<file path="config.mk">
export PLATFORM = sky130hd
export DESIGN_NAME = sarrc_top
export DESIGN_NICKNAME = d
export VERILOG_FILES = /design/src/sarrc_pkg.sv /design/src/sarrc_top.sv /design/src/sarrc_sar.sv
export VERILOG_INCLUDE_DIRS = /design/src
export SDC_FILE = /design/constraint.sdc
export NUM_CORES = 1
export LEC_CHECK = 0
export BUFFER_PORTS_ARGS = -buffer_cell sky130_fd_sc_hd__buf_2
export CAP_MARGIN = 20
export CORE_MARGIN = 4
export CORE_UTILIZATION = 55
export DETAILED_ROUTE_END_ITERATION = 10
export PLACE_DENSITY = 0.81
export SYNTH_ARGS = -nofsm -noshare
export SYNTH_HDL_FRONTEND = slang
export SYNTH_SLANG_ARGS = --single-unit
</file>
<file path="constraint.sdc">
create_clock -name pclk -period 2.8 [get_ports pclk]
set_input_delay 0.42 -clock pclk [delete_from_list [all_inputs] [get_ports pclk]]
set_output_delay 0.42 -clock pclk [all_outputs]
set_load 0.01 [all_outputs]
</file>
<file path="src/sarrc_regs.svh">
`ifndef SARRC_REGS_SVH
`define SARRC_REGS_SVH

// Register byte offsets on the APB
`define SARRC_OFF_SETUP     12'h000
`define SARRC_OFF_CTRL      12'h004
`define SARRC_OFF_RES_LOW   12'h008
`define SARRC_OFF_RES_HIGH  12'h00C
`define SARRC_OFF_GAIN      12'h010

// Input setup register fields
`define SARRC_SETUP_REF_HI  7
`define SARRC_SETUP_REF_LO  6
`define SARRC_SETUP_LEFT    5
`define SARRC_SETUP_CH_MSB  3
`define SARRC_SETUP_RST     8'h00

// Control register A fields
`define SARRC_CTRL_ON       7
`define SARRC_CTRL_GO       6
`define SARRC_CTRL_DONE     4
`define SARRC_CTRL_PS_MSB   2
`define SARRC_CTRL_RST      8'h00

// Gain register field
`define SARRC_GAIN_MSB      1
`define SARRC_GAIN_RST      2'h0

// Result and conversion timing
`define SARRC_RES_RST       10'h000
`define SARRC_RES_MSB_MASK  10'h200
`define SARRC_CONV_NORMAL   13
`define SARRC_CONV_FIRST    25
`define SARRC_BIT_TICKS     10
`define SARRC_PRESC_BASE    10'h004
`define SARRC_ZERO_BYTE     8'h00
`define SARRC_ZERO_WORD     32'h0000_0000

`endif

</file>
<file path="src/sarrc_pkg.sv">
package sarrc_pkg;

    typedef enum logic [1:0] {
        ST_IDLE,
        ST_SAMPLE,
        ST_BITS,
        ST_FINISH
    } sarrc_state_t;

    typedef struct packed {
        logic       converter_on;
        logic [1:0] ref_select;
        logic [3:0] channel_select;
        logic [1:0] gain_select;
        logic       sample_hold;
        logic [9:0] trial_code;
    } sarrc_analog_t;

    typedef struct packed {
        logic        psel;
        logic        penable;
        logic        pwrite;
        logic [11:0] paddr;
        logic [31:0] pwdata;
    } sarrc_apb_req_t;

endpackage

</file>
<file path="src/sarrc_top.sv">
// Decided for this implementation: the APB interface to the registers and the register offsets.
`timescale 1ns/1ps
`include "sarrc_regs.svh"

module sarrc_top
(
    // APB clock and reset
    input  wire logic                  pclk,
    input  wire logic                  presetn,
    // APB slave
    input  wire logic                  psel,
    input  wire logic                  penable,
    input  wire logic                  pwrite,
    input  wire logic [11:0]           paddr,
    input  wire logic [31:0]           pwdata,
    output logic [31:0]                prdata,
    output logic                       pready,
    output logic                       pslverr,
    // Analog multiplexer, gain stage and converter core
    input  wire logic                  comp_in,
    output sarrc_pkg::sarrc_analog_t   analog_out,
    // Conversion-complete event level
    output logic                       convert_done
);

    sarrc_pkg::sarrc_apb_req_t req;
    logic [11:0] addr_w;
    logic        setup;
    logic        wr_en;
    logic        rd_low;
    logic        rd_high;
    logic        hit;
    logic [7:0]  rd_byte;

    logic [1:0]  ref_select_r;
    logic        left_justify_r;
    logic [3:0]  channel_select_r;
    logic [3:0]  channel_live_r;
    logic [1:0]  gain_select_r;
    logic        converter_on_r;
    logic        convert_go_r;
    logic [2:0]  prescale_r;
    logic        convert_done_flag_r;
    logic        lock_r;
    logic [9:0]  result_r;
    logic        start_p;

    logic        sar_busy;
    logic        sar_done;
    logic [9:0]  sar_result;
    logic        sar_sample;
    logic [9:0]  sar_trial;

    // Places the code in the high or low byte for either justification
    function automatic logic [7:0] sarrc_fmt(input logic [9:0] code,
                                             input logic       left,
                                             input logic       high);
        logic [15:0] word;
        word = left ? {code, 6'h00} : {6'h00, code};
        return high ? word[15:8] : word[7:0];
    endfunction

    ////////////////////////////////////////////////////////////////////////
    // APB decode; side effects of reads act in the setup cycle
    assign req     = '{psel: psel, penable: penable, pwrite: pwrite,
                       paddr: paddr, pwdata: pwdata};
    assign addr_w  = {req.paddr[11:2], 2'b00};
    assign setup   = req.psel && !req.penable;
    assign wr_en   = req.psel && req.penable && pready && req.pwrite;
    assign rd_low  = setup && !req.pwrite && (addr_w == `SARRC_OFF_RES_LOW);
    assign rd_high = setup && !req.pwrite && (addr_w == `SARRC_OFF_RES_HIGH);

    always_comb
    begin
        hit     = 1'b1;
        rd_byte = `SARRC_ZERO_BYTE;
        if (addr_w == `SARRC_OFF_SETUP)
            rd_byte = {ref_select_r, left_justify_r, 1'b0, channel_select_r};
        else if (addr_w == `SARRC_OFF_CTRL)
            rd_byte = {converter_on_r, convert_go_r, 1'b0, convert_done_flag_r,
                       1'b0, prescale_r};
        else if (addr_w == `SARRC_OFF_RES_LOW)
            rd_byte = sarrc_fmt(result_r, left_justify_r, 1'b0);
        else if (addr_w == `SARRC_OFF_RES_HIGH)
            rd_byte = sarrc_fmt(result_r, left_justify_r, 1'b1);
        else if (addr_w == `SARRC_OFF_GAIN)
            rd_byte = {6'h00, gain_select_r};
        else
            hit = 1'b0;
    end

    // Zero-wait slave: ready is registered, so every access phase lasts one cycle
    always_ff @(posedge pclk or negedge presetn)
    begin
        if (!presetn)
        begin
            pready  <= 1'b0;
            pslverr <= 1'b0;
            prdata  <= `SARRC_ZERO_WORD;
        end
        else
        begin
            pready  <= setup;
            pslverr <= setup && !hit;
            if (setup && !req.pwrite && hit)
                prdata <= {24'h00_0000, rd_byte};
            else
                prdata <= `SARRC_ZERO_WORD;
        end
    end

    ////////////////////////////////////////////////////////////////////////
    // Input setup and gain registers
    always_ff @(posedge pclk or negedge presetn)
    begin
        if (!presetn)
        begin
            ref_select_r     <= 2'h0;
            left_justify_r   <= 1'b0;
            channel_select_r <= 4'h0;
        end
        else if (wr_en && addr_w == `SARRC_OFF_SETUP)
        begin
            ref_select_r     <= {req.pwdata[`SARRC_SETUP_REF_HI],
                                 req.pwdata[`SARRC_SETUP_REF_LO]};
            left_justify_r   <= req.pwdata[`SARRC_SETUP_LEFT];
            channel_select_r <= req.pwdata[`SARRC_SETUP_CH_MSB:0];
        end
    end

    always_ff @(posedge pclk or negedge presetn)
    begin
        if (!presetn)
            gain_select_r <= `SARRC_GAIN_RST;
        else if (wr_en && addr_w == `SARRC_OFF_GAIN)
            gain_select_r <= req.pwdata[`SARRC_GAIN_MSB:0];
    end

    // Channel is frozen while converting so the sample stays on one input
    always_ff @(posedge pclk or negedge presetn)
    begin
        if (!presetn)
            channel_live_r <= 4'h0;
        else if (!sar_busy)
            channel_live_r <= channel_select_r;
    end

    ////////////////////////////////////////////////////////////////////////
    // Control register A
    assign start_p = wr_en && addr_w == `SARRC_OFF_CTRL
                     && req.pwdata[`SARRC_CTRL_ON] && req.pwdata[`SARRC_CTRL_GO]
                     && !convert_go_r;

    always_ff @(posedge pclk or negedge presetn)
    begin
        if (!presetn)
        begin
            converter_on_r <= 1'b0;
            prescale_r     <= 3'h0;
        end
        else if (wr_en && addr_w == `SARRC_OFF_CTRL)
        begin
            converter_on_r <= req.pwdata[`SARRC_CTRL_ON];
            prescale_r     <= req.pwdata[`SARRC_CTRL_PS_MSB:0];
        end
    end

    // A new start beats the clear from the previous completion
    always_ff @(posedge pclk or negedge presetn)
    begin
        if (!presetn)
            convert_go_r <= 1'b0;
        else if (start_p)
            convert_go_r <= 1'b1;
        else if (sar_done || !converter_on_r)
            convert_go_r <= 1'b0;
    end

    // Set wins over a write-one-to-clear in the same cycle
    always_ff @(posedge pclk or negedge presetn)
    begin
        if (!presetn)
            convert_done_flag_r <= 1'b0;
        else if (sar_done)
            convert_done_flag_r <= 1'b1;
        else if (wr_en && addr_w == `SARRC_OFF_CTRL && req.pwdata[`SARRC_CTRL_DONE])
            convert_done_flag_r <= 1'b0;
    end

    ////////////////////////////////////////////////////////////////////////
    // Result lock and result register
    always_ff @(posedge pclk or negedge presetn)
    begin
        if (!presetn)
            lock_r <= 1'b0;
        else if (rd_low)
            lock_r <= 1'b1;
        else if (rd_high)
            lock_r <= 1'b0;
    end

    // A low read in this cycle already counts as locked, keeping the pair coherent
    always_ff @(posedge pclk or negedge presetn)
    begin
        if (!presetn)
            result_r <= `SARRC_RES_RST;
        else if (sar_done && !lock_r && !rd_low)
            result_r <= sar_result;
    end

    ////////////////////////////////////////////////////////////////////////
    // Converter core sequencer
    sarrc_sar u_sar
    (
        .pclk        (pclk),
        .presetn     (presetn),
        .enable      (converter_on_r),
        .start       (start_p),
        .div_sel     (prescale_r),
        .comp_in     (comp_in),
        .busy        (sar_busy),
        .done        (sar_done),
        .result      (sar_result),
        .sample_hold (sar_sample),
        .trial       (sar_trial)
    );

    assign analog_out = '{converter_on:   converter_on_r,
                          ref_select:     ref_select_r,
                          channel_select: channel_live_r,
                          gain_select:    gain_select_r,
                          sample_hold:    sar_sample,
                          trial_code:     sar_trial};
    assign convert_done = convert_done_flag_r;

endmodule

</file>
<file path="src/sarrc_sar.sv">
`timescale 1ns/1ps
`include "sarrc_regs.svh"

module sarrc_sar
(
    // Clock and reset
    input  wire logic       pclk,
    input  wire logic       presetn,
    // Control
    input  wire logic       enable,
    input  wire logic       start,
    input  wire logic [2:0] div_sel,
    // Comparator from the analog core
    input  wire logic       comp_in,
    // Status and result
    output logic            busy,
    output logic            done,
    output logic [9:0]      result,
    output logic            sample_hold,
    output logic [9:0]      trial
);

    logic                  comp_meta_r;
    logic                  comp_sync_r;
    logic [9:0]            pre_cnt_r;
    logic [9:0]            div;
    logic                  tick;
    logic                  req_r;
    logic                  first_r;
    sarrc_pkg::sarrc_state_t state_r;
    logic [4:0]            cnt_r;
    logic [4:0]            samp_last_r;
    logic [9:0]            mask_r;
    logic [9:0]            kept;

    ////////////////////////////////////////////////////////////////////////
    // Comparator crossing from the analog side
    always_ff @(posedge pclk or negedge presetn)
    begin
        if (!presetn)
        begin
            comp_meta_r <= 1'b0;
            comp_sync_r <= 1'b0;
        end
        else
        begin
            comp_meta_r <= comp_in;
            comp_sync_r <= comp_meta_r;
        end
    end

    ////////////////////////////////////////////////////////////////////////
    // Prescaler: reset for as long as the converter is off
    assign div  = 10'(`SARRC_PRESC_BASE << div_sel);
    assign tick = enable && (pre_cnt_r == 10'(div - 10'h001));

    always_ff @(posedge pclk or negedge presetn)
    begin
        if (!presetn)
            pre_cnt_r <= 10'h000;
        else if (!enable || tick)
            pre_cnt_r <= 10'h000;
        else
            pre_cnt_r <= 10'(pre_cnt_r + 10'h001);
    end

    ////////////////////////////////////////////////////////////////////////
    // Pending start, and the longer first conversion after power-up
    always_ff @(posedge pclk or negedge presetn)
    begin
        if (!presetn)
            req_r <= 1'b0;
        // Start comes with the write that powers up, so it must beat the off clear
        else if (start)
            req_r <= 1'b1;
        else if (!enable)
            req_r <= 1'b0;
        else if (tick && state_r == sarrc_pkg::ST_IDLE)
            req_r <= 1'b0;
    end

    always_ff @(posedge pclk or negedge presetn)
    begin
        if (!presetn)
            first_r <= 1'b1;
        else if (!enable)
            first_r <= 1'b1;
        else if (tick && state_r == sarrc_pkg::ST_IDLE && req_r)
            first_r <= 1'b0;
    end

    ////////////////////////////////////////////////////////////////////////
    // Successive approximation sequencer, one step per converter clock
    assign kept = comp_sync_r ? trial : (trial & ~mask_r);

    always_ff @(posedge pclk or negedge presetn)
    begin
        if (!presetn)
        begin
            state_r     <= sarrc_pkg::ST_IDLE;
            cnt_r       <= 5'h00;
            samp_last_r <= 5'h00;
            mask_r      <= `SARRC_RES_RST;
            trial       <= `SARRC_RES_RST;
            result      <= `SARRC_RES_RST;
            busy        <= 1'b0;
            done        <= 1'b0;
            sample_hold <= 1'b0;
        end
        else if (!enable)
        begin
            state_r     <= sarrc_pkg::ST_IDLE;
            cnt_r       <= 5'h00;
            busy        <= 1'b0;
            done        <= 1'b0;
            sample_hold <= 1'b0;
        end
        else
        begin
            done <= 1'b0;
            if (tick)
            begin
                case (state_r)
                    sarrc_pkg::ST_IDLE:
                        if (req_r)
                        begin
                            state_r     <= sarrc_pkg::ST_SAMPLE;
                            cnt_r       <= 5'h00;
                            busy        <= 1'b1;
                            sample_hold <= 1'b1;
                            // Sample length leaves the start step, ten bit steps and one finish step
                            samp_last_r <= first_r ?
                                5'(`SARRC_CONV_FIRST - `SARRC_BIT_TICKS - 3) :
                                5'(`SARRC_CONV_NORMAL - `SARRC_BIT_TICKS - 3);
                        end
                    sarrc_pkg::ST_SAMPLE:
                        if (cnt_r == samp_last_r)
                        begin
                            state_r     <= sarrc_pkg::ST_BITS;
                            sample_hold <= 1'b0;
                            trial       <= `SARRC_RES_MSB_MASK;
                            mask_r      <= `SARRC_RES_MSB_MASK;
                        end
                        else
                            cnt_r <= 5'(cnt_r + 5'h01);
                    sarrc_pkg::ST_BITS:
                    begin
                        // Keep the trial bit while the input is above the trial level
                        trial  <= kept | (mask_r >> 1);
                        mask_r <= mask_r >> 1;
                        if (mask_r == 10'h001)
                            state_r <= sarrc_pkg::ST_FINISH;
                    end
                    sarrc_pkg::ST_FINISH:
                    begin
                        result  <= trial;
                        done    <= 1'b1;
                        busy    <= 1'b0;
                        state_r <= sarrc_pkg::ST_IDLE;
                    end
                    default:
                        state_r <= sarrc_pkg::ST_IDLE;
                endcase
            end
        end
    end

endmodule

</file>
After elaboration in Yosys (flattened, before gate mapping)
Cells that the tools add are included.

Flip-flop bits (word level): 123. Input bits: 50. Logic and storage cells: 149.

Add/sub/neg operators: 3. Equality and inequality tests: 20. Shifts and indexed selects: 1. Mux-type cells: 51. Bitwise logic cells: 3. Reduce and logical (&&, ||, !) cells: 43.

Operator list (number): two-way mux 8 bit (5); one-hot mux 10 bit (2 select lines) (2); two-way mux 10 bit (3); two-way mux 1 bit (25); logical AND 1 bit (21); equality test 10 x 1 -> 1 bit (second input constant) (2); equality test 10 x 2 -> 1 bit (second input constant) (2); two-way mux 5 bit (4); AND reduction 4 bit (5); two-way mux 16 bit (1); logical NOT 12 bit (1); two-way mux 2 bit (6); adder 10 x 1 -> 10 bit (second input constant) (1); AND 10 bit (1); equality test 10 bit (1); equality test 10 x 3 -> 1 bit (second input constant) (1); NOT 10 bit (1); bitwise OR 10 x 9 -> 10 bit (1); one-hot mux 5 bit (2 select lines) (1); << shifter 3 x 3 -> 10 bit (first input constant) (1); subtractor 10 x 1 -> 10 bit (second input constant) (1); inequality test 3 x 1 -> 1 bit (second input constant) (3); inequality test 3 x 2 -> 1 bit (second input constant) (3); one-hot mux 2 bit (4 select lines) (1); other kinds (13) (28).

Logic depth before layout (Yosys ltp)
Depth in word-level cells: 8. Gate-level depth with buffers: 10. Depth with buffers taken out: 7.

Cells and area by module
A second synthesis with hierarchy kept.

Cell total of the unflattened synthesis: 462. Area, all modules: 4974.8 um^2.

By module, submodules not included: sarrc_sar (instances 1, cells an instance 279, area each 2782.7 um^2, seq. area each 1377.6 um^2); sarrc_top (instances 1, cells an instance 183, area each 2192.1 um^2, seq. area each 1001.0 um^2).

Worst setup path before layout
OpenSTA, ideal clock, no wires.

Kind: input to register. Start point: input paddr[6]. End point: register result_r[0]. Arrival: 2175 ps. Slack: 500 ps. Stages on the path: 6. Buffers on the path: 1. Path through: or4_1 > nor3_2 > and3_1 > or3b_2 > buf_4 > mux2_2.

Longest elaborated chain between the ends: 4.

RTL lines: start, declared (RTL line sarrc_top.sv:14) `input wire logic [11:0] paddr,`; equality test 10 x 2 -> 1 bit (no source line); logical AND 1 bit (RTL line sarrc_top.sv:70) `` assign rd_low = setup && !req.pwrite && (addr_w == `SARRC_OFF_RES_LOW); ``; logical NOT 1 bit (RTL line sarrc_top.sv:207) `else if (sar_done && !lock_r && !rd_low)`; logical AND 1 bit (RTL line sarrc_top.sv:207); end signal, assigned (RTL line sarrc_top.sv:206) `` result_r <= `SARRC_RES_RST; ``; end signal, assigned (RTL line sarrc_top.sv:208) `result_r <= sar_result;`; end, declared (RTL line sarrc_top.sv:45) `logic [9:0] result_r;`.

No other way between the ends. A chain may end at the register's enable or synchronous reset.

Worst setup path after layout
Start point: register prescale_r[2]. End point: register u_sar.trial[2].

Longest elaborated chain between the ends: 5.

RTL lines: start, declared (RTL line sarrc_top.sv:42) `logic [2:0] prescale_r;`; start signal, assigned (RTL line sarrc_top.sv:164) `` prescale_r <= req.pwdata[`SARRC_CTRL_PS_MSB:0]; ``; << shifter 3 x 3 -> 10 bit (no source line); subtractor 10 x 1 -> 10 bit (RTL line sarrc_sar.sv:55) `assign tick = enable && (pre_cnt_r == 10'(div - 10'h001));`; equality test 10 bit (RTL line sarrc_sar.sv:55); logical AND 1 bit (RTL line sarrc_sar.sv:55); AND reduction 4 bit (no source line); end signal, assigned (RTL line sarrc_sar.sv:104) `` trial <= `SARRC_RES_RST; ``; end signal, assigned (RTL line sarrc_sar.sv:141) `` trial <= `SARRC_RES_MSB_MASK; ``; end signal, assigned (RTL line sarrc_sar.sv:149) `trial <= kept | (mask_r >> 1);`; end, declared (RTL line sarrc_sar.sv:20) `output logic [9:0] trial`.

No other way between the ends.

==> flow_metrics.env <==
export IMPL_status="complete, no violations"
export IMPL_wl_um=10170
export IMPL_cts_resized=0
export IMPL_grt_start_max_net_pins=49
export IMPL_rows=34
export IMPL_power_frac_comb_pct=3.9
export IMPL_tightest_slew_ns=0.6047
export IMPL_antenna_cells=0
export IMPL_timing_worst_setup_path_type="flop to flop"
export IMPL_wl_per_cell_um=16.32
export IMPL_clock_latency_ns=0.37
export IMPL_slowest_delay_ns=0.63
export IMPL_final_cell_mix="dfrtp_1 (94), buf_2 (53), mux2_2 (41)"
export IMPL_route_antenna_remaining_nets=0
export IMPL_critPathCaptureType="flop"
export IMPL_io_buffers=54
export IMPL_timing_hold_ws_ns=0.04339
export IMPL_hold_violations=0
export IMPL_cap_viol_max_count=0
export IMPL_final_core_util_pct=62.15
export IMPL_yosysSeqAreaShare_pct=48.25
export IMPL_start_util_pct=56.53
export IMPL_final_cells=623
export IMPL_drt_iter0_drc=195
export IMPL_grt_overflow=0
export IMPL_clk_pin_slew_ns=0.10
export IMPL_clock_sinks=95
export IMPL_synth_area_um2=4930
export IMPL_clk_path_buf_depth=2
export IMPL_cts_buffers=9
export IMPL_antenna_found_initial=0
export IMPL_rsz0062_at_grt="false"
export IMPL_worst_path_buf_inv=1
export IMPL_cts_tree="done"
export IMPL_dieHeight_um=102.7
export IMPL_h_tree_depth=3
export IMPL_slew_headroom_pct=59.69
export IMPL_viasPerCell=5.873
export IMPL_ys_flop_type="dfrtp_1"
export IMPL_drive_gt1_share_pct=29.71
export IMPL_hpwlAfterDp_um=7468
export IMPL_layout_nets=567
export IMPL_die_area_um2=10540
export IMPL_synth_top_cell_area_share_pct=47.72
export IMPL_syn_instance_count=453
export IMPL_synth_seq_cells=95
export IMPL_placed_cells=607
export IMPL_post_cts_buffers=0
export IMPL_cp_num_cells=5
export IMPL_pwr_share_seq_pct=59.0
export IMPL_grt_pass1_wl_um=16680
export IMPL_p_int_mw=1.736
export IMPL_synth_cell_type_count=70
export IMPL_clkPwrFrac_pct=37.2
export IMPL_cp_cell_sequence="inv_1, nor4b_1, o21ai_0, or3_1, a221o_2"
export IMPL_finalCritPeriodShare_pct=90.91
export IMPL_setup_ws_ns=0.2546
export IMPL_setup_tns_ns=0
export IMPL_core_um2=8721
export IMPL_synth_warnings=0
export IMPL_r2r_cells=5
export IMPL_io_pins=105
export IMPL_syn_to_final_growth_pct=9.949
export IMPL_gp_congestion=0.9058
export IMPL_firstDrtPassIters=4
export IMPL_synth_edff_count=0
export IMPL_async_reset_ff_share_pct=100.0
export IMPL_dpl_worst_slack_ns=0.2914
export IMPL_fmax_mhz=392.9
export IMPL_powerDensity_nw_per_um2=430.4
export IMPL_p_sw_share_pct=25.57
export IMPL_finalClockSkew_ns=0.01171
export IMPL_finalSetupViolCount=0
export IMPL_holdBufCountCts=0
export IMPL_required_ns=3.06
export IMPL_slew_violations=0
export IMPL_final_common_cell="dfrtp_1"
export IMPL_p_sw_mw=0.5965
export IMPL_peakVddDrop_mv=0.2246
export IMPL_power_leakage_nw=2.656
export IMPL_setup_worst_path_start_class="flop"
export IMPL_cts_root_buf="clkbuf_8"
export IMPL_grt_use_total_pct=20.09
export IMPL_synth_area_leaders="dfrtp_1 (48%), mux2_2 (9.4%), buf_4 (4.1%), nand3_1 (2.0%), nand2_1 (2.0%)"
export IMPL_die_w_um=102.7
export IMPL_arrival_ns=2.80
export IMPL_critPathSlowestCell="or3_1"
export IMPL_path_delay_family="simple AND/OR/NAND/NOR gates"
export IMPL_min_period_ns=2.545
export IMPL_drc_errors=0
export IMPL_first_global_vias=3471
export IMPL_path_max_fanout=15
export IMPL_hp_class="input pin to async pin"
export IMPL_syn_area_per_cell_um2=10.88
export IMPL_route_vias_total=3659
export IMPL_yosysTopAreaCell="dfrtp_1"
[cells in the mapped netlist, drive strengths merged, types with 8 or more instances]
cell type	n
and3	10
nand3	20
dfrtp	94
o21ai	19
a221o	8
nand2	26
a21boi	12
inv	18
and4	9
mux2	41
a21oi	11
buf	39
a21o	8
nor2	24
[state kept, by name, summed over array words and instances (netlist names), 3 cells and up]
name and cells:
channel_live_r 4, u_sar.mask_r 10, prdata 8, u_sar.trial 10
u_sar.result 10, prescale_r 3, result_r 10, u_sar.cnt_r 5
u_sar.pre_cnt_r 10, channel_select_r 4
[metrics by stage]
| step | instance area [µm²] | power (mW) |
|---|---|---|
| finish | 5420 | 2.333 |
| global route | 5420 | 2.428 |
| CTS | 5419 | 2.355 |
| detailed placement | 5230 | 1.493 |
| global placement | 5230 | 1.491 |
| floorplan | 5016 | 1.464 |
[path summary, 6_finish.rpt]
| check | start | end | slack [ns] |
|---|---|---|---|
| max | prescale_r[2] | u_sar.trial[2] | 0.25 |
| min | presetn | channel_select_r[1] | 0.04 |
| max reg2reg | prescale_r[2] | u_sar.trial[2] | 0.25 |
| min reg2reg | u_sar.comp_meta_r | u_sar.comp_sync_r | 0.35 |
| max in group asynchronous | presetn | u_sar.first_r | 1.96 |
| min in group pclk | comp_in | u_sar.comp_meta_r | 0.16 |
[power by group through the flow]
stage	sequential (mW)	combinational [mW]	clock, mW
after detailed placement	1.40	0.0903	0
final	1.38	0.0901	0.867
after floorplan	1.40	0.0603	0
after global routing	1.38	0.104	0.947
after global placement	1.40	0.0885	0
after CTS	1.38	0.0908	0.889
[kinds of logic after synthesis]
logic type | Yosys count | share of synthesized area, %
and+or+nand+nor | 139 | 16.07
buffers and inverters | 63 | 7.436
other | 1 | 0.07607
xor gates and xnor gates | 10 | 1.777
muxes | 46 | 10.38
AOI/OAI and AO/OA | 92 | 14.24
DFF | 95 | 48.25
adders and majority gates | 7 | 1.777
[worst reg2reg max path, stage by stage (launching register included)]
cell     delay [ns]
dfrtp_1        0.59
inv_1          0.13
nor4b_1        0.41
o21ai_0        0.21
or3_1          0.63
a221o_2        0.47
[metal layers]
metal / wire, µm / part of all wire, % / up-vias / GRT usage (%)
met1: 4578 / 45 / 1790 / 27.20
met4: 138 / 1.4 / 0 / 6.458
met3: 652 / 6.4 / 12 / 4.601
li1: - / - / 1719 / -
met2: 4797 / 47 / 138 / 32.22
met5: 0 / 0 / - / 0
[final cells by class]
| type | count | area, µm² |
|---|---|---|
| clock buffers | 9 | 123.9 |
| clock inverters | 7 | 65.06 |
| fillers | 671 | 3301 |
| inverters | 18 | 67.56 |
| multi-input cells | 318 | 2272 |
| flip-flops and latches | 95 | 2379 |
| well taps | 108 | 135.1 |
| repair buffers | 68 | 377.9 |
Note: power is estimated with default switching activity, not from simulation.
